### src/rcs_pkg.sv
// receiver control/status bit layout and state type
package rcs_pkg;

  // ==========================================================
  // bit positions of receiver_control_status
  localparam int unsigned RCS_MODEM_CHANGE_BIT  = 15;
  localparam int unsigned RCS_RING_BIT          = 14;
  localparam int unsigned RCS_CTS_BIT           = 13;
  localparam int unsigned RCS_CARRIER_BIT       = 12;
  localparam int unsigned RCS_RX_ACTIVE_BIT     = 11;
  localparam int unsigned RCS_REV_RX_BIT        = 10;
  localparam int unsigned RCS_CHAR_RECEIVED_BIT = 7;
  localparam int unsigned RCS_RX_IRQ_EN_BIT     = 6;
  localparam int unsigned RCS_MODEM_IRQ_EN_BIT  = 5;
  localparam int unsigned RCS_REV_TX_BIT        = 3;
  localparam int unsigned RCS_RTS_BIT           = 2;
  localparam int unsigned RCS_DTR_BIT           = 1;
  localparam int unsigned RCS_TAPE_ADV_BIT      = 0;

  // ==========================================================
  // widths, start pattern and reset values
  localparam int unsigned RCS_DATA_W       = 16;
  localparam int unsigned RCS_START_DET_W  = 4;
  localparam int unsigned RCS_SYNC_W       = 5;
  localparam logic [3:0]  RCS_START_PATTERN = 4'h8;
  localparam logic [15:0] RCS_RDATA_RESET   = 16'h0000;
  localparam logic [3:0]  RCS_SHIFT_RESET   = 4'hf;
  localparam logic [4:0]  RCS_SYNC_RESET    = 5'h00;

  // ==========================================================
  // whole module state
  typedef struct packed {
    logic [4:0]  sync1;
    logic [4:0]  sync2;
    logic [4:0]  prev;
    logic [3:0]  start_shift;
    logic        char_received_flag;
    logic        receiver_active_flag;
    logic        modem_change_flag;
    logic        receive_irq_enable;
    logic        modem_irq_enable;
    logic        reverse_channel_tx;
    logic        rts;
    logic        dtr;
    logic        tape_advance_enable;
    logic        irq;
    logic        clear_ready;
    logic        rts_line;
    logic        force_busy_line;
    logic [15:0] rdata;
  } rcs_state_t;

endpackage : rcs_pkg

### src/rcs_receiver_control.sv
// receiver control/status register bits with modem and reader control
//
// Functional notes
// Receive irq request when char-received flag and enable bit 06 both set.
// Register read shows char-received flag on data line 7.
// Char-received flag clears on bus initialize or buffer access via clear-ready.
// Tape-advance enable set holds char-received flag cleared through clear-ready.
// Receive irq enable loads from data bit 6 on write, reads on line 6.
// Bus initialize clears receive irq enable.
// Modem irq enable loads from bit 5; with modem-change flag raises irq.
// Modem irq enable reads on line 5, cleared by bus initialize.
// Reverse-channel transmit loads from bit 3, drives output, reads on line 3.
// Bus initialize clears reverse-channel transmit.
// Request-to-send loads from bit 2, drives output, reads line 2, init clears.
// Build option routes request-to-send to rts line or force-busy, never both.
// Terminal-ready takes data bit 1 on every write, reads on line 1.
// Terminal-ready ignores bus initialize; only a written zero or power-on reset clears it.
// Tape-advance enable loads from bit 0 and drives reader-advance output.
// Tape-advance enable is write-only and reads as zero.
// Serial input feeds 4-bit start detector; mid start bit clears tape-advance.
// Start detection sets receiver-active flag.
// Bus initialize clears tape-advance enable.
// Character available sets char-received flag and clears receiver-active.
// Modem-change sets on ring rise or any edge of carrier, cts, reverse rx.
// Modem-change clears on register read and on bus initialize.
// Written zero clears writable bits; write-only and unused bits read zero.
// Software enables irq and checks receiver idle before starting the reader.
`timescale 1ns/100ps

module rcs_receiver_control
  import rcs_pkg::*;
#(
  parameter bit ROUTE_TO_FORCE_BUSY = 1'b0
) (
  input  wire logic                  CLOCK,
  input  wire logic                  NRST,
  input  wire logic                  BUS_INITIALIZE,
  input  wire logic                  CSR_READ,
  input  wire logic                  CSR_WRITE,
  input  wire logic [RCS_DATA_W-1:0] WDATA,
  output      logic [RCS_DATA_W-1:0] RDATA,
  input  wire logic                  BUFFER_SELECT,
  input  wire logic                  CHAR_AVAILABLE,
  output      logic                  CLEAR_READY,
  output      logic                  RECEIVE_IRQ_REQUEST,
  input  wire logic                  SERIAL_IN,
  input  wire logic                  RING,
  input  wire logic                  CARRIER,
  input  wire logic                  CLEAR_TO_SEND,
  input  wire logic                  REVERSE_CHANNEL_RX,
  output      logic                  REQUEST_TO_SEND,
  output      logic                  FORCE_BUSY_LINE,
  output      logic                  TERMINAL_READY,
  output      logic                  REVERSE_CHANNEL_TX,
  output      logic                  TAPE_ADVANCE
);

  // ==========================================================
  // state
  rcs_state_t st;
  rcs_state_t next_st;

  // pin order in the synchroniser: serial, ring, cts, carrier, reverse rx
  logic [RCS_SYNC_W-1:0] pins;
  assign pins = {SERIAL_IN, RING, CLEAR_TO_SEND, CARRIER, REVERSE_CHANNEL_RX};

  // ==========================================================
  // next state
  always_comb begin
    logic       start_event;
    logic       modem_event;
    logic       hold_clear;
    logic [RCS_START_DET_W-1:0] shift_next;
    start_event = 1'b0;
    modem_event = 1'b0;
    hold_clear  = 1'b0;
    shift_next  = RCS_SHIFT_RESET;
    next_st = st;

    // first stage is read only by the second stage
    next_st.sync1 = pins;
    next_st.sync2 = st.sync1;
    next_st.prev  = st.sync2;

    // newest sample enters bit 0; mark then three spaces marks mid start bit
    shift_next = {st.start_shift[2:0], st.sync2[4]};
    next_st.start_shift = shift_next;
    start_event = (shift_next == RCS_START_PATTERN);

    // ring counts only rising; the rest count both edges
    modem_event = (st.sync2[3] & ~st.prev[3])
                | (st.sync2[2] ^ st.prev[2])
                | (st.sync2[1] ^ st.prev[1])
                | (st.sync2[0] ^ st.prev[0]);

    // register write: every writable bit takes the written value
    if (CSR_WRITE) begin
      next_st.receive_irq_enable  = WDATA[RCS_RX_IRQ_EN_BIT];
      next_st.modem_irq_enable    = WDATA[RCS_MODEM_IRQ_EN_BIT];
      next_st.reverse_channel_tx  = WDATA[RCS_REV_TX_BIT];
      next_st.rts                 = WDATA[RCS_RTS_BIT];
      next_st.dtr                 = WDATA[RCS_DTR_BIT];
      next_st.tape_advance_enable = WDATA[RCS_TAPE_ADV_BIT];
    end

    // start detector overrides a write in the same cycle
    if (start_event) begin
      next_st.tape_advance_enable = 1'b0;
    end

    // receiver active: a finished character beats a new start edge
    if (start_event) begin
      next_st.receiver_active_flag = 1'b1;
    end
    if (CHAR_AVAILABLE) begin
      next_st.receiver_active_flag = 1'b0;
    end

    // clear path shared by buffer access and an advancing reader
    hold_clear = BUFFER_SELECT | st.tape_advance_enable;
    if (hold_clear) begin
      next_st.char_received_flag = 1'b0;
    end
    // arrival wins over a buffer access, not over an advancing reader
    if (CHAR_AVAILABLE & ~st.tape_advance_enable) begin
      next_st.char_received_flag = 1'b1;
    end

    // read-once flag; a change in the read cycle survives
    if (CSR_READ) begin
      next_st.modem_change_flag = 1'b0;
    end
    if (modem_event) begin
      next_st.modem_change_flag = 1'b1;
    end

    // terminal-ready is left out so a reset instruction keeps the line up
    if (BUS_INITIALIZE) begin
      next_st.char_received_flag   = 1'b0;
      next_st.receiver_active_flag = 1'b0;
      next_st.modem_change_flag    = 1'b0;
      next_st.receive_irq_enable   = 1'b0;
      next_st.modem_irq_enable     = 1'b0;
      next_st.reverse_channel_tx   = 1'b0;
      next_st.rts                  = 1'b0;
      next_st.tape_advance_enable  = 1'b0;
    end

    // ==========================================================
    // registered outputs: irq and rts lines follow the next bit values, clear-ready the current inputs and tape-advance bit
    next_st.clear_ready = BUS_INITIALIZE | hold_clear;
    next_st.irq = (next_st.char_received_flag & next_st.receive_irq_enable)
                | (next_st.modem_change_flag & next_st.modem_irq_enable);
    next_st.rts_line        = ROUTE_TO_FORCE_BUSY ? 1'b0 : next_st.rts;
    next_st.force_busy_line = ROUTE_TO_FORCE_BUSY ? next_st.rts : 1'b0;

    // read image from current bits; tape-advance stays zero
    if (CSR_READ) begin
      next_st.rdata = RCS_RDATA_RESET;
      next_st.rdata[RCS_MODEM_CHANGE_BIT]  = st.modem_change_flag;
      next_st.rdata[RCS_RING_BIT]          = st.sync2[3];
      next_st.rdata[RCS_CTS_BIT]           = st.sync2[2];
      next_st.rdata[RCS_CARRIER_BIT]       = st.sync2[1];
      next_st.rdata[RCS_RX_ACTIVE_BIT]     = st.receiver_active_flag;
      next_st.rdata[RCS_REV_RX_BIT]        = st.sync2[0];
      next_st.rdata[RCS_CHAR_RECEIVED_BIT] = st.char_received_flag;
      next_st.rdata[RCS_RX_IRQ_EN_BIT]     = st.receive_irq_enable;
      next_st.rdata[RCS_MODEM_IRQ_EN_BIT]  = st.modem_irq_enable;
      next_st.rdata[RCS_REV_TX_BIT]        = st.reverse_channel_tx;
      next_st.rdata[RCS_RTS_BIT]           = st.rts;
      next_st.rdata[RCS_DTR_BIT]           = st.dtr;
    end
  end

  // ==========================================================
  // state register; apart from a written zero, power-on reset is the only thing that drops terminal-ready
  always_ff @(posedge CLOCK or negedge NRST) begin
    if (!NRST) begin
      st             <= '0;
      st.sync1       <= RCS_SYNC_RESET;
      st.sync2       <= RCS_SYNC_RESET;
      st.prev        <= RCS_SYNC_RESET;
      st.start_shift <= RCS_SHIFT_RESET;
      st.rdata       <= RCS_RDATA_RESET;
    end else begin
      st <= next_st;
    end
  end

  // ==========================================================
  // outputs
  assign RDATA               = st.rdata;
  assign CLEAR_READY         = st.clear_ready;
  assign RECEIVE_IRQ_REQUEST = st.irq;
  assign REQUEST_TO_SEND     = st.rts_line;
  assign FORCE_BUSY_LINE     = st.force_busy_line;
  assign TERMINAL_READY      = st.dtr;
  assign REVERSE_CHANNEL_TX  = st.reverse_channel_tx;
  assign TAPE_ADVANCE        = st.tape_advance_enable;

endmodule : rcs_receiver_control
### config.mk
export PLATFORM = sky130hd
export DESIGN_NAME = rcs_receiver_control
export DESIGN_NICKNAME = d
export VERILOG_FILES = /design/src/rcs_pkg.sv /design/src/rcs_receiver_control.sv
export SDC_FILE = /design/constraint.sdc
export NUM_CORES = 1
export LEC_CHECK = 0
export BUFFER_PORTS_ARGS = -buffer_cell sky130_fd_sc_hd__buf_2
export CORE_MARGIN = 2
export CORE_UTILIZATION = 52
export CTS_CLUSTER_DIAMETER = 80
export DETAILED_ROUTE_END_ITERATION = 7
export GPL_ROUTABILITY_DRIVEN = 0
export MAX_ROUTING_LAYER = met4
export PLACE_DENSITY = 0.82
export SYNTH_ARGS = -nofsm -noshare
export SYNTH_HDL_FRONTEND = slang
export SYNTH_SLANG_ARGS = --single-unit
### constraint.sdc
create_clock -name CLOCK -period 2.2 [get_ports CLOCK]
set_input_delay 0.22 -clock CLOCK [delete_from_list [all_inputs] [get_ports CLOCK]]
set_output_delay 0.22 -clock CLOCK [all_outputs]
set_load 0.02 [all_outputs]
Word level (Yosys, flattened, before mapping)
Cells that the tools add are included.

Bits in registers: 40. Bits of input ports: 28. Output and inout bits: 23. Logic and storage cells: 45.

Equality and inequality tests: 1. Muxes and demuxes: 10. Bitwise logic cells: 15. Reduce and logical (&&, ||, !) cells: 3.

Operators with widths (count): 1-bit two-way mux (8); 7-bit two-way mux (1); 6-bit two-way mux (1); 1-bit bitwise OR (6); 3-bit nonzero test (2); 1-bit bitwise AND (4); 4-bit == test (second input constant) (1); 1-bit XOR (3); 1-bit NOT (2); 2-bit nonzero test (1).

Depth between registers and ports, before layout
Depth after elaboration: 9. Mapped depth: 4. Depth with buffers taken out: 4.

Least setup slack after synthesis
Ideal clock, no wire load.

Kind: reg-to-reg. Start point: reg st, in the netlist next_st[32]. End point: reg st[27] (netlist bit). Setup time: 0.086 ns. Arrival time: 0.943 ns. Data required time: 2.114 ns. Path slack: 1.171 ns. Stages on the path, launching flop included: 4. Path buffers: 0. Clock period less this slack: 1.029 ns. Path through: dfstp_2 nor4b_1 nor2_1 nor3_1.

Word-level cells in the longest chain between the ends: 2.

Ends and longest elaborated chain: from (decl) (RTL line rcs_receiver_control.sv:60) `rcs_state_t st;`; from (signal assigned) (RTL line rcs_receiver_control.sv:186) `st <= next_st;`; 4-bit == test (RTL line rcs_receiver_control.sv:88) `start_event = (shift_next == RCS_START_PATTERN);`; 3-bit nonzero test (no source line).

No other way between the ends. A chain may end at the register's enable or synchronous reset.

Worst setup path in the final report
Same ends and word-level chain as after synthesis.

==> impl_results.md <==
* DIE AREA at ~0.0033 mm2
* DRC viols at 0
* Setup TNS at 0 ns
* Max-slew violations at 0
* Synthesized area per cell at between 10 and 15 um2
* Final hold violations at 0
* WP data arrival at roughly 1.4 ns
* Hold Path Class: primary input to flop
* Layout fillers at between 200 and 250
* Post-layout minimum cycle time at 1.16 ns
* Critical Path Sink Type: flop
* Crit Path Class: flop to flop
* Area grow syn2layout at 14.4%
* Yosys reg bits at 40
* Peak supply drop at around 0.00066 V
* CP Buf/Inv Count at 0
* Placement Rows at 19
* Power, Total at about 1400 uW
* Root Driver: clkbuf_4
* Crit-path cells: nor4b_1 > nor2_1 > nor3_1
* Worst setup SP type: flop
* Final Util at 0.622
* Vias in the first global route at roughly 750
* Sequential-to-total area share from yosys stat at 0.676
* Drt wl/cell at around 12 um
* Synth area leaders: dfrtp_1 (62%), mux2_2 (9.9%), buf_4 (9.1%), dfstp_2 (5.3%), mux2i_1 (3.4%)
* Clock skew at ~0.012 ns
* Initial DRC count at 8
* Io pins at between 50 and 60
* IO buf count at 35
* CP Max Fanout at 2
* Final setup vio count at 0
* Worst EP required at 2.45 ns
* RSZ-0062 raised after global routing: no
* Max stage delay on crit path at between 0.5 and 0.6 ns
* Nets at 161
* Status: complete, no violations
* Power Density at about 840 mW/mm2
* Least-Margin Pin Slew at 0.817 ns
* # diodes at 0
* Cell count after synthesis at 101
* DP HPWL at roughly 1.4 mm
* Sink Count at 40
* Initial antenna violation count at 0
* DR vias/cell at around 4.7
* Number of synthesized flops with an enable pin at 0
* Final instance area at about 0.0017 mm2
* Post-synth ARST share at 1.00
* Syn Std Cell Area at roughly 0.0015 mm2
* GRT Residual Overflow at 0
* Initial core utilization at 0.543
* Final WL at between 2 and 2.5 mm
* Pin count of the biggest net entering global routing at 41
* Cell family with most CP delay: simple AND/OR/NAND/NOR gates
* Area after DPL at 0.00156 mm2
* Leakage at between 0.0008 and 0.0009 uW
* Ys flop type: dfrtp_1
* Maxcap violations at 0
* Vert. Die Dim at between 50 and 60 um
* Worst-Skew Late Latency at 0.33 ns
* Layout cell share with drive strength beyond 1 at 0.440
* YS warnings at 0
* CTS tree: built
* Hold slack at around 0.060 ns
* Final period util at 0.527
* Routed Antenna Nets at 0
* CTS buffer count at 5
* H-tree depth at 2
* Most frequent cells after synthesis: dfrtp_1 (37), buf_4 (18), mux2_2 (13), mux2i_1 (5), nor2_1 (5)
* Drt first pass iters at 4
* Most frequent cell after synthesis: dfrtp_1
* Fmax at 863 MHz
* CP max-delay cell: dfstp_2
* Worst-path clk slew at roughly 0.1 ns
* Yosys top cell area share at 0.623
* Post-synth top area cell: dfrtp_1
* Clock buffer depth at 2
* Vias at about 770
* Library cells used by synthesis at 19
* First-pass GRT wire length at 3.37 mm
* Die X at between 50 and 60 um
* Core area at 0.00273 mm2
* GRT Total Usage at 0.145
* Normalized max-slew margin at 0.455
worst paths after layout:
check | cells past startpoint | slack [ns] | start | to
max in group asynchronous | 2 | 1.17 | NRST | next_st[42]
setup reg to reg | 3 | 1.04 | next_st[32] | st[27]
hold / removal | 2 | 0.06 | CHAR_AVAILABLE | st[27]
hold reg to reg | 0 | 0.36 | next_st[42] | next_st[29]
setup / recovery | 3 | 1.04 | next_st[32] | st[27]
min in group asynchronous | 2 | 0.50 | NRST | RDATA[3]
what timing repair did:
item / 4_1_cts / 5_1_grt
buffers inserted: 0 / 0
endpoints found under the hold margin: 36 / 0
resized for setup: 0 / 0
hold buffers: 6 / 0
stage by stage:
step,setup WS (ns),cells
after floorplan,1.17,105
after CTS,1.03,165
after global routing,0.920,165
after detailed placement,0.970,151
final,1.04,165
after global placement,0.971,151
cells by family (layout without fill, tap and decap cells):
family | after synthesis | in the layout | synth area share
flops | 40 | 40 | 0.676
simple gates | 12 | 12 | 0.0455
mux | 18 | 18 | 0.132
buf+inv | 24 | 53 | 0.112
xor+xnor | 3 | 3 | 0.0177
compound gates | 3 | 3 | 0.0135
other cells | 1 | 5 | 0.00252
sequential cells by signal (all words and copies together) (netlist names):
name and count:
TAPE_ADVANCE 1, REVERSE_CHANNEL_TX 1, RDATA 12, REQUEST_TO_SEND 1, RECEIVE_IRQ_REQUEST 1, CLEAR_READY 1
st 9, next_st 13, TERMINAL_READY 1
layout make-up:
cell class,instances,area (um2),area share
clock buffer,6,41.3,0.0243
clock inverter,2,35.0,0.0206
inverter,4,15.0,0.00884
multi-input combinational,41,329,0.194
sequential,40,1000,0.591
tap,31,38.8,0.0228
timing repair buffer,41,235,0.138
layout by cell type, fill, tap and decap left out:
master          n
a21oi_1         1
buf_2          35
bufinv_16       1
clkbuf_1        1
clkbuf_4        5
clkinv_2        1
conb_1          5
dfrtp_1        37
dfstp_2         3
dlygate4sd3_1   6
inv_1           4
mux2_2         13
mux2i_1         5
nor2_1          5
nor3_1          3
nor4_2          1
nor4b_1         1
o22ai_1         1
o2bb2ai_1       1
or2_0           1
or3_1           1
xor2_1          3
routing by layer:
layer / global-route usage / vias up / part of all wire
met5: - / - / 0
li1: - / 373 / -
met4: 0.0598 / 0 / 0.019
met2: 0.211 / 31 / 0.48
met3: 0.0680 / 6 / 0.083
met1: 0.173 / 362 / 0.41
power breakdown:
group	switching (uW)	internal, uW	total, uW
Sequential	23.4	786	809
Combinational	97.1	69.1	166
Clock	215	238	453
Total	335	1090	1430
Power figures use the tool's default switching activity.
